`src/adc_trig_pkg.sv`:
```
/*
 Shared constants and types for the converter trigger and result block.
 Assumes a 32-bit AXI4-Lite register bus and a 10-bit converter core.
*/
package adc_trig_pkg;
    localparam int ADDR_W = 4;
    localparam int RES_W = 10;
    localparam int SEL_W = 5;
    localparam int NUM_SRC = 17;
    // Register byte addresses
    localparam logic [ADDR_W-1:0] OFF_TRIG_SEL = 4'h0;
    localparam logic [ADDR_W-1:0] OFF_RES_HIGH = 4'h4;
    localparam logic [ADDR_W-1:0] OFF_RES_LOW = 4'h8;
    localparam logic [ADDR_W-1:0] OFF_CTRL = 4'hC;
    // Control register fields
    localparam int CTRL_ENABLE_BIT = 0;
    localparam int CTRL_JUSTIFY_BIT = 1;
    localparam int CTRL_GO_BIT = 2;
    // Reset values, select code limits and bus response codes
    localparam logic [SEL_W-1:0] TRIG_SEL_RST = 5'h00;
    localparam logic [7:0] RES_RST = 8'h00;
    localparam logic [SEL_W-1:0] SEL_NONE = 5'h00;
    localparam logic [SEL_W-1:0] SEL_LAST = 5'h11;
    localparam logic [1:0] RESP_OKAY = 2'h0;
    localparam logic [1:0] RESP_SLVERR = 2'h2;

    typedef struct packed {
        logic done;
        logic [RES_W-1:0] data;
    } conv_result_s;
endpackage

```
`src/adc_trig_result.sv`:
```
/*
 Converter trigger select and result formatting with an AXI4-Lite slave.
 Assumes a converter core that takes a one-cycle start and answers with a
 one-cycle done carrying the 10-bit result; trigger sources on aclk.
*/
// Implementation choices: the AXI4-Lite interface to the registers and the address map.
//
// Contract
// - A 5-bit trigger select where 0 is no trigger and 1..17 pick timers, comparators, cells, units.
// - Every selected trigger source acts only on its low-to-high transition.
// - Timer overflow sources fire when that timer raises its own interrupt flag.
// - Left-justified, result bits 9..2 fill the whole high byte.
// - Left-justified, result bits 1..0 go to bits 7..6 of the low byte.
// - Right-justified, result bits 9..8 go to bits 1..0 of the high byte.
// - Select bits 7..5 read zero and the select field resets to zero.
// - Right-justified, result bits 7..0 fill the whole low byte.
`timescale 1ns/1ns
module adc_trig_result (
    // Clock and reset
    input wire logic aclk,
    input wire logic aresetn,
    // AXI4-Lite write address
    input wire logic awvalid,
    output logic awready,
    input wire logic [adc_trig_pkg::ADDR_W-1:0] awaddr,
    input wire logic [2:0] awprot,
    // AXI4-Lite write data
    input wire logic wvalid,
    output logic wready,
    input wire logic [31:0] wdata,
    input wire logic [3:0] wstrb,
    // AXI4-Lite write response
    output logic bvalid,
    input wire logic bready,
    output logic [1:0] bresp,
    // AXI4-Lite read address
    input wire logic arvalid,
    output logic arready,
    input wire logic [adc_trig_pkg::ADDR_W-1:0] araddr,
    input wire logic [2:0] arprot,
    // AXI4-Lite read data
    output logic rvalid,
    input wire logic rready,
    output logic [31:0] rdata,
    output logic [1:0] rresp,
    // Trigger sources
    input wire logic [adc_trig_pkg::NUM_SRC:1] trig_src,
    // Converter core
    output logic conv_start,
    input wire adc_trig_pkg::conv_result_s conv_result
);
    import adc_trig_pkg::*;

    logic [SEL_W-1:0] trig_sel_ff;
    logic [7:0] res_high_ff;
    logic [7:0] res_low_ff;
    logic enable_ff;
    logic justify_ff;
    logic busy_ff;
    logic conv_start_ff;
    logic aw_full_ff;
    logic w_full_ff;
    logic [ADDR_W-1:0] waddr_ff;
    logic [31:0] wdata_ff;
    logic [3:0] wstrb_ff;
    logic awready_ff;
    logic wready_ff;
    logic bvalid_ff;
    logic [1:0] bresp_ff;
    logic arready_ff;
    logic rvalid_ff;
    logic [31:0] rdata_ff;
    logic [1:0] rresp_ff;

    function automatic logic reg_hit(input logic [ADDR_W-1:0] a);
        reg_hit = (a == OFF_TRIG_SEL) || (a == OFF_RES_HIGH) || (a == OFF_RES_LOW)
            || (a == OFF_CTRL);
    endfunction

    // Write channel
    wire aw_take = awvalid & awready_ff;
    wire w_take = wvalid & wready_ff;
    wire do_write = aw_full_ff & w_full_ff & ~bvalid_ff;
    wire nxt_aw_full = (aw_full_ff | aw_take) & ~do_write;
    wire nxt_w_full = (w_full_ff | w_take) & ~do_write;
    wire nxt_bvalid = do_write | (bvalid_ff & ~bready);
    wire wr_b0 = do_write & wstrb_ff[0];
    wire wr_trig = wr_b0 && waddr_ff == OFF_TRIG_SEL;
    wire wr_high = wr_b0 && waddr_ff == OFF_RES_HIGH;
    wire wr_low = wr_b0 && waddr_ff == OFF_RES_LOW;
    wire wr_ctrl = wr_b0 && waddr_ff == OFF_CTRL;
    wire sw_go = wr_ctrl & wdata_ff[CTRL_GO_BIT];

    // Read channel
    wire ar_take = arvalid & arready_ff;
    wire nxt_rvalid = ar_take | (rvalid_ff & ~rready);
    wire [31:0] ctrl_rd = {29'h0000000, busy_ff, justify_ff, enable_ff};
    // Upper select bits are not stored and read as zero
    wire [31:0] trig_rd = {27'h0000000, trig_sel_ff};
    wire [31:0] nxt_rdata = (araddr == OFF_TRIG_SEL) ? trig_rd :
                            (araddr == OFF_RES_HIGH) ? {24'h000000, res_high_ff} :
                            (araddr == OFF_RES_LOW) ? {24'h000000, res_low_ff} :
                            (araddr == OFF_CTRL) ? ctrl_rd : 32'h00000000;

    // Trigger and start
    logic hw_fire;
    trig_edge_select u_edge (
        .aclk(aclk),
        .aresetn(aresetn),
        .src(trig_src),
        .sel(trig_sel_ff),
        .fire(hw_fire)
    );
    // Hardware and software starts share one path and one enable
    wire nxt_start = enable_ff & ~busy_ff & (hw_fire | sw_go);

    // Result formatting; unused bits load as zero
    wire [RES_W-1:0] res = conv_result.data;
    wire [7:0] fmt_high = justify_ff ? {6'h00, res[9:8]} : res[9:2];
    wire [7:0] fmt_low = justify_ff ? res[7:0] : {res[1:0], 6'h00};

    always_ff @(posedge aclk) begin
        if (!aresetn) begin
            aw_full_ff <= 1'b0;
            w_full_ff <= 1'b0;
            awready_ff <= 1'b0;
            wready_ff <= 1'b0;
            bvalid_ff <= 1'b0;
            bresp_ff <= RESP_OKAY;
        end else begin
            aw_full_ff <= nxt_aw_full;
            w_full_ff <= nxt_w_full;
            awready_ff <= ~nxt_aw_full & ~nxt_bvalid;
            wready_ff <= ~nxt_w_full & ~nxt_bvalid;
            bvalid_ff <= nxt_bvalid;
            if (do_write) begin
                bresp_ff <= reg_hit(waddr_ff) ? RESP_OKAY : RESP_SLVERR;
            end
        end
    end

    always_ff @(posedge aclk) begin
        if (aw_take) begin
            waddr_ff <= awaddr;
        end
        if (w_take) begin
            wdata_ff <= wdata;
            wstrb_ff <= wstrb;
        end
    end

    always_ff @(posedge aclk) begin
        if (!aresetn) begin
            arready_ff <= 1'b0;
            rvalid_ff <= 1'b0;
            rdata_ff <= 32'h00000000;
            rresp_ff <= RESP_OKAY;
        end else begin
            arready_ff <= ~nxt_rvalid;
            rvalid_ff <= nxt_rvalid;
            if (ar_take) begin
                rdata_ff <= nxt_rdata;
                rresp_ff <= reg_hit(araddr) ? RESP_OKAY : RESP_SLVERR;
            end
        end
    end

    always_ff @(posedge aclk) begin
        if (!aresetn) begin
            trig_sel_ff <= TRIG_SEL_RST;
            enable_ff <= 1'b0;
            justify_ff <= 1'b0;
        end else if (wr_trig) begin
            trig_sel_ff <= wdata_ff[SEL_W-1:0];
        end else if (wr_ctrl) begin
            enable_ff <= wdata_ff[CTRL_ENABLE_BIT];
            justify_ff <= wdata_ff[CTRL_JUSTIFY_BIT];
        end
    end

    // A finished conversion beats a software write in the same cycle
    always_ff @(posedge aclk) begin
        if (!aresetn) begin
            res_high_ff <= RES_RST;
            res_low_ff <= RES_RST;
        end else if (conv_result.done) begin
            res_high_ff <= fmt_high;
            res_low_ff <= fmt_low;
        end else begin
            if (wr_high) begin
                res_high_ff <= wdata_ff[7:0];
            end
            if (wr_low) begin
                res_low_ff <= wdata_ff[7:0];
            end
        end
    end

    // Busy blocks restarts so an edge mid-conversion cannot corrupt the core
    always_ff @(posedge aclk) begin
        if (!aresetn) begin
            busy_ff <= 1'b0;
            conv_start_ff <= 1'b0;
        end else begin
            conv_start_ff <= nxt_start;
            busy_ff <= nxt_start | (busy_ff & ~conv_result.done);
        end
    end

    assign awready = awready_ff;
    assign wready = wready_ff;
    assign bvalid = bvalid_ff;
    assign bresp = bresp_ff;
    assign arready = arready_ff;
    assign rvalid = rvalid_ff;
    assign rdata = rdata_ff;
    assign rresp = rresp_ff;
    assign conv_start = conv_start_ff;
endmodule

```
`src/trig_edge_select.sv`:
```
/*
 Edge detector and source selector for automatic conversion starts.
 Assumes all sources are synchronous to aclk (internal peripherals).
*/
`timescale 1ns/1ns
module trig_edge_select (
    // Clock and reset
    input wire logic aclk,
    input wire logic aresetn,
    // Sources and selection
    input wire logic [adc_trig_pkg::NUM_SRC:1] src,
    input wire logic [adc_trig_pkg::SEL_W-1:0] sel,
    // Result
    output logic fire
);
    import adc_trig_pkg::*;

    wire [NUM_SRC:0] rise;

    assign rise[0] = 1'b0;
    genvar g;
    generate
        for (g = 1; g <= NUM_SRC; g++) begin : g_src
            logic prev_ff;
            // Every source kept tracked, so a select change cannot fake an edge
            always_ff @(posedge aclk) begin
                if (!aresetn) begin
                    prev_ff <= 1'b1;
                end else begin
                    prev_ff <= src[g];
                end
            end
            // Low-to-high only; overflow sources are their flag levels
            assign rise[g] = src[g] & ~prev_ff;
        end
    endgenerate

    // Code zero and codes above the last source never fire
    assign fire = (sel != SEL_NONE) && (sel <= SEL_LAST) && rise[sel];
endmodule

```
`config.mk`:
```
export PLATFORM = sky130hd
export DESIGN_NAME = adc_trig_result
export DESIGN_NICKNAME = d
export VERILOG_FILES = /design/src/adc_trig_pkg.sv /design/src/adc_trig_result.sv /design/src/trig_edge_select.sv
export SDC_FILE = /design/constraint.sdc
export NUM_CORES = 1
export LEC_CHECK = 0
export BUFFER_PORTS_ARGS = -buffer_cell sky130_fd_sc_hd__buf_2
export CORE_ASPECT_RATIO = 1.4
export CORE_MARGIN = 8
export CORE_UTILIZATION = 44
export CTS_CLUSTER_DIAMETER = 200
export DETAILED_ROUTE_END_ITERATION = 6
export PLACE_DENSITY = 0.76
export SYNTH_ARGS = -nofsm -noshare
export SYNTH_HDL_FRONTEND = slang
export SYNTH_SLANG_ARGS = --single-unit
```
`constraint.sdc`:
```
create_clock -name aclk -period 1.5 [get_ports aclk]
set_input_delay 0 -clock aclk [delete_from_list [all_inputs] [get_ports aclk]]
set_output_delay 0 -clock aclk [all_outputs]
set_load 0.02 [all_outputs]
```
==> results.tsv, run 1 <==
metric	value	unit
Final Util	0.590	
status	complete, but fails checks	
ranking of synthesized cells by area	dfxtp_1 36%, edfxtp_1 12%, buf_4 6.4%	
Ant. Diodes	0	
Ys Warns	0	
ys flop type	dfxtp_1	
Synth top area share	0.361	
drt drc	0	
Post-synth ARST share	0	
first-pass GRT wire length	12.9	mm
Final Skew	0.00854	ns
peak fanout along the critical path	8	
fin. max-slew vios	0	
clock root buffer	clkbuf_8	
Layout area overhead	31.1	%
placed wire-length estimate	5.60	mm
post-synth cell types	43	
GRT Residual Overflow	0	
commonest non-fill, non-tap cell in the layout	buf_2	
ratio of cells with drive above 1 in the final layout	0.273	
Worst setup SP type	register	
Critical Path AT	1.82	ns
required time of the critical path	1.77	ns
routed vias/inst	4.92	
kind of critical path	register to register	
Die ar.	0.0105	mm2
CTS tree	done	
Antenna Nets Post-Route	0	
H-tree levels	3	
largest net degree at the start of global routing	23	
Peak supply drop	0.745	mV
DR iter-0 viols	147	
Setup violations, final	14	
# rows	37	
fmax	0.644	GHz
DR vias	2731	
number of hold violations in the final report	0	
most frequent cells in the layout	68 x buf_2, 58 x dfxtp_1, 32 x dlygate4sd3_1	
max-cap viol count	0	
Min-Delay Path Class	primary input to register	
drt pass-1 iters	4	
Final Cycle Share	1.03	
Post-Place Worst Slack	-0.0804	ns
initial antenna violation count	0	
Post-synth EDFFs	13	
worst skew pair latency	0.34	ns
I/O Pins	127	
CTS buffer count	9	
post-synthesis sequential element count	72	
Mapped Area	0.00327	mm2
Starting Density	0.450	
wire per inst	14.3	um
post-synthesis sequential area ratio	0.480	
Critical Path Sink Type	register	
DIE WIDTH	88.9	um
Layout Nets	538	
Leakage Power	1.80	nW
Yosys top cell by area	dfxtp_1	
fillcell total	629	
CTS Buffer Depth	2	
Detailed Route WL	7.93	mm
Sink Count	72	
post-synthesis cell count	343	
PwrDens	959	mW/mm2
GRT Total Usage	0.154	
vias in the first global route	2805	
RePlAce Congestion	0.920	
Reg clk slew, reported paths	0.08	ns
worst setup margin	-0.0517	ns
Avg Inst Size Synth	9.54	um2
Die H	118	um
failing checks	setup timing	
IO buf count	67	
RSZ-0062 raised after global routing	true	
minimum clock period after layout	1.55	ns
core box area	0.00727	mm2
## cells in the mapped netlist, types with 2 or more instances
cell type and number:
a22o_1 6, nand2_1 20, nor3_1 4, nor2b_1 28
a221oi_1 3, a21boi_0 3, o21ai_0 15, buf_4 28
a31oi_1 2, nor4_1 4, mux2i_1 13, a22oi_1 5
buf_2 2, nand3b_1 3, nor2_1 14, a32oi_1 3
edfxtp_1 13, nor3b_1 8, clkbuf_1 12, mux2_2 3
and3b_1 6, a211oi_1 4, dfxtp_1 59, a21oi_1 23
and2_1 15, inv_1 8, a41oi_1 2, nand2b_1 20
o21ai_1 3
## state kept, by name, summed over array words and instances (netlist names)
register,cells
wdata_ff,8
busy_ff,1
wstrb_ff,1
bresp,1
justify_ff,1
conv_start,1
w_full_ff,1
rresp,1
trig_sel_ff,5
aw_full_ff,1
arready,1
res_high_ff,8
rvalid,1
awready,1
wready,1
waddr_ff,4
rdata,8
enable_ff,1
u_edge.g_src.prev_ff,17
bvalid,1
res_low_ff,8
## worst max-delay path, cell delays in order, from the launching register on
cell	delay, ns
edfxtp_1	0.43
nor3b_4	0.32
a41oi_2	0.21
buf_6	0.20
a211oi_2	0.14
a21oi_1	0.06
nor2b_1	0.11
## metal layers
layer	up-vias	GRT usage	wire length, um
li1	1363	-	-
met5	-	0	0
met4	0	0.0616	178
met3	15	0.0482	640
met2	100	0.260	3910
met1	1253	0.172	3200
## per-stage QoR
stage                     instances  cell area [um2]  hold slack, ns  setup TNS, ns  total power, mW
after global placement          503             3670           0.177        -0.0250             2.55
final                           555             4290          0.0178         -0.319             4.11
after floorplan                 368             3380          0.0989              0             2.45
after CTS                       554             4230         0.00639       -0.00680             4.12
after detailed placement        503             3670           0.178         -0.596             2.56
after global routing            555             4290          0.0263          -1.98             4.29
## layout make-up
type,instances,area [um2],area share
Timing Repair Buffer,118,807,0.188
Inverter,8,30.0,0.00700
Multi-Input combinational cell,244,1560,0.364
Clock inverter,7,71.3,0.0166
Tap cell,97,121,0.0283
Clock buffer,9,124,0.0289
Sequential cell,72,1580,0.367
## cells by family (layout without fill, tap and decap cells)
kind of cell	Yosys count	after routing	synth area share
AOI/OAI and AO/OA	74	74	0.145
muxes	16	16	0.0501
DFF	72	72	0.480
other	1	26	0.00115
buffers and inverters	52	142	0.0949
and+or+nand+nor	128	128	0.228
## path summary, 6_finish.rpt
check / from / end / slack (ns) / cells past startpoint
hold / removal: aresetn / u_edge.g_src[17].prev_ff / 0.02 / 2
setup reg to reg: waddr_ff[1] / res_high_ff[1] / -0.05 / 6
hold reg to reg: aw_full_ff / awready / 0.48 / 1
setup / recovery: waddr_ff[1] / res_high_ff[1] / -0.05 / 6
## what timing repair did
| action | 4_1_cts | 5_1_grt |
|---|---|---|
| endpoints found under the setup margin | 23 | 23 |
| buffers inserted | 3 | 0 |
| cloned | 0 | 1 |
| hold endpoints to repair | 33 | 0 |
| pin swaps | 5 | 7 |
| gates resized for setup | 8 | 25 |
| hold buffers | 32 | 0 |
## where the power goes
group | internal, mW | switching (mW)
Clock | 0.768 | 0.739
Combinational | 0.233 | 0.277
Sequential | 2.05 | 0.0449
(Power assumes the default switching activity.)
==> inputs of run 2 (changes only) <==
--- a/config.mk
+++ b/config.mk
@@ -5,13 +5,15 @@
 export SDC_FILE = /design/constraint.sdc
 export NUM_CORES = 1
 export LEC_CHECK = 0
-export BUFFER_PORTS_ARGS = -buffer_cell sky130_fd_sc_hd__buf_2
 export CORE_ASPECT_RATIO = 1.4
 export CORE_MARGIN = 8
-export CORE_UTILIZATION = 44
+export CORE_UTILIZATION = 57
 export CTS_CLUSTER_DIAMETER = 200
 export DETAILED_ROUTE_END_ITERATION = 6
-export PLACE_DENSITY = 0.76
+export DONT_BUFFER_PORTS = 1
+export MAX_ROUTING_LAYER = met4
+export PLACE_DENSITY = 0.75
 export SYNTH_ARGS = -nofsm -noshare
 export SYNTH_HDL_FRONTEND = slang
+export SYNTH_HIERARCHICAL = 1
 export SYNTH_SLANG_ARGS = --single-unit
==> results.tsv, run 2 <==
metric	value	unit	change
status	complete, but fails checks		unchanged
failing checks	hold timing, setup timing		was setup timing
Avg Inst Size Synth	9.69	um2	was 9.54 um2
TNS Setup	-0.356	ns	was -0.319 ns
wire per inst	17.6	um	was 14.3 um
Post-synth ARST share	0		unchanged
placed inst area	0.00346	mm2	was 0.00367 mm2
drt pass-1 iters	4		unchanged
GRT Total Usage	0.204		was 0.154
Yosys top cell by area	dfxtp_1		unchanged
fmax	0.566	GHz	was 0.644 GHz
Synth top area share	0.344		was 0.361
peak fanout along the critical path	5		was 8
Worst Path Buf+Inv	0		was 1
post-synthesis sequential element count	72		unchanged
post-synthesis cell count	354		was 343
ranking of synthesized cells by area	dfxtp_1 34%, edfxtp_1 11%, mux2i_1 7.3%		was dfxtp_1 36%, edfxtp_1 12%, buf_4 6.4%
r2r startpoint	trig_sel_ff[0]		was waddr_ff[1]
Gate power share	0.107		was 0.124
Flop pwr share	0.521		was 0.510
largest net degree at the start of global routing	58		was 23
RePlAce Congestion	0.831		was 0.920
routed vias/inst	5.58		was 4.92
post-synthesis sequential area ratio	0.458		was 0.480
Die H	108	um	was 118 um
CP top delay family	compound AO/OA/AOI/OAI gates		was flip-flops
fin. max-slew vios	0		unchanged
Antenna Nets Post-Route	0		unchanged
CTS Buffer Depth	2		unchanged
GRT Residual Overflow	0		unchanged
CTS tree	done		unchanged
ys flop type	dfxtp_1		unchanged
setup slack, reg-to-reg	-0.27	ns	was -0.05 ns
Hold Startpoint	conv_result[10]		was aresetn
Critical Path AT	2.06	ns	was 1.82 ns
core box area	0.00582	mm2	was 0.00727 mm2
Starting Density	0.589		was 0.450
DR vias	2717		was 2731
initial antenna violation count	0		unchanged
vias in the first global route	2710		was 2805
CTS buffer count	9		unchanged
Worst setup SP type	register		unchanged
most frequent cells in the layout	57 x dfxtp_1, 48 x dlygate4sd3_1, 32 x nand2_1		was 68 x buf_2, 58 x dfxtp_1, 32 x dlygate4sd3_1
Layout Nets	498		was 538
clock root buffer	clkbuf_8		unchanged
number of hold violations in the final report	17		was 0
Mapped Area	0.00343	mm2	was 0.00327 mm2
drt drc	0		unchanged
first-pass GRT wire length	13.4	mm	was 12.9 mm
worst skew pair latency	0.34	ns	about the same
crit-path cells	or3b_1 -> a41o_1 -> a221o_1 -> a31oi_2 -> nand2_1 -> mux2i_1 -> a32o_1		was nor3b_4 -> a41oi_2 -> buf_6 -> a211oi_2 -> a21oi_1 -> nor2b_1
kind of critical path	register to register		unchanged
ratio of cells with drive above 1 in the final layout	0.110		was 0.273
slowest CP cell	dfxtp_4		was edfxtp_1
Peak supply drop	0.718	mV	was 0.745 mV
Sink Count	72		unchanged
IO buf count	0		was 67
Clock Power Share	0.372		was 0.366
Finished Cell Area	0.00424	mm2	was 0.00429 mm2
Hold EP	res_high_ff[0]		was u_edge.g_src[17].prev_ff
most common cell in the netlist	dfxtp_1		unchanged
Post-synth EDFFs	13		unchanged
CP peak stage delay	0.36	ns	was 0.43 ns
hold_ws	-0.145	ns	was 0.0178 ns
Setup violations, final	2		was 14
minimum clock period after layout	1.77	ns	was 1.55 ns
Layout area overhead	23.8	%	was 31.1%
required time of the critical path	1.79	ns	was 1.77 ns
RSZ-0062 raised after global routing	true		unchanged
depth of the most critical reg-to-reg path	7		was 6
Min-Delay Path Class	primary input to register		unchanged
hold depth	2		unchanged
DIE WIDTH	81.6	um	was 88.9 um
Ant. Diodes	0		unchanged
# rows	33		was 37
Storage cell area	0.00158	mm2	about the same
Final Skew	0.00979	ns	was 0.00854 ns
Reg clk slew, reported paths	0.07	ns	was 0.08 ns
Power Internal	3.12	mW	was 3.05 mW
Psw	0.966	mW	was 1.06 mW
area occupied by multi-input gates	0.00171	mm2	was 0.00156 mm2
worst setup margin	-0.268	ns	was -0.0517 ns
Final Cycle Share	1.18		was 1.03
I/O Pins	127		unchanged
Ys Warns	6		was 0
fillcell total	422		was 629
max-cap viol count	0		unchanged
Leakage Power	1.68	nW	was 1.80 nW
placed wire-length estimate	5.57	mm	was 5.60 mm
post-synth cell types	47		was 43
reg2reg end	busy_ff		was res_high_ff[1]
Die ar.	0.00879	mm2	was 0.0105 mm2
Detailed Route WL	8.58	mm	was 7.93 mm
Critical Path Sink Type	register		unchanged
commonest non-fill, non-tap cell in the layout	dfxtp_1		was buf_2
switching portion of total power	0.237		was 0.258
Largest Register	u_edge/g_src.prev_ff		was u_edge.g_src.prev_ff
Post-synth top cells	59 x dfxtp_1, 32 x nand2_1, 28 x buf_4		was 59 x dfxtp_1, 28 x buf_4, 28 x nor2b_1
DR iter-0 viols	234		was 147
H-tree levels	3		unchanged
max reg flops	17		unchanged
PwrDens	962	mW/mm2	was 959 mW/mm2
run 2: cell count changes after synthesis, moves of 6 or more:
| cell | delta |
|---|---|
| nand3b_1 | +8 |
| a21o_1 | +6 |
| a21oi_1 | -6 |
| and2_1 | -12 |
| a22o_1 | -6 |
| nor3b_1 | -6 |
| o21ai_0 | +6 |
| nor2b_1 | -16 |
| nand2_1 | +12 |
| mux2i_1 | +12 |
| and3_1 | +6 |
run 2: power groups by stage:
| stage | combinational, mW | clock [mW] | sequential, mW |
|---|---|---|---|
| global placement | 0.270 | 0 | 2.17 |
| global route | 0.474 | 1.63 | 2.14 |
| finish | 0.436 | 1.52 | 2.13 |
| floorplan | 0.315 | 0 | 2.16 |
| CTS | 0.408 | 1.55 | 2.12 |
| detailed placement | 0.277 | 0 | 2.17 |
run 2: worst max path at each step:
stage	cells past startpoint	to	start
6_report	7	busy_ff	trig_sel_ff[0]
4_1_cts	7	busy_ff	trig_sel_ff[0]
5_1_grt	7	busy_ff	trig_sel_ff[0]
2_1_floorplan	7	busy_ff	trig_sel_ff[0]
3_3_place_gp	7	busy_ff	trig_sel_ff[0]
3_5_place_dp	7	busy_ff	trig_sel_ff[0]
run 2: logic make-up (layout without fill, tap and decap cells):
logic type | after synthesis | after routing | synth area share
simple gates | 136 | 136 | 0.243
compound gates | 72 | 72 | 0.140
flops | 72 | 72 | 0.458
buf+inv | 48 | 86 | 0.0846
mux | 25 | 25 | 0.0730
other cells | 1 | 26 | 0.00109
run 2: stage by stage:
stage               cells  setup slack [ns]  power (mW)  hold slack (ns)   util
floorplan             379            -0.151        2.47           0.0730      -
global placement      421            -0.196        2.44           0.0755  0.594
detailed placement    421            -0.254        2.45           0.0782  0.594
CTS                   484            -0.268        4.08           -0.156  0.712
global route          487            -0.373        4.24           -0.139  0.729
finish                487            -0.268        4.08           -0.145  0.729
run 2: final cells by class:
type	count	share of cell area
well taps	70	0.0206
inverters	4	0.00354
multi-input cells	259	0.402
clock inverters	3	0.00973
repair buffers	67	0.156
flip-flops and latches	72	0.371
clock buffers	12	0.0366
run 2: routing by layer:
layer / global-route usage / wire length [um]
met1: 0.215 / 3200
met3: 0.0401 / 535
met4: 0.115 / 253
met5: - / 0
met2: 0.343 / 4580
run 2: timing repair:
item                                    in CTS  in global routing
gates resized for setup                      0                 10
buffers inserted                             0                  2
pin swaps                                    1                  3
hold endpoints to repair                    64                 18
hold buffers                                48                  1
endpoints found under the setup margin       2                 13
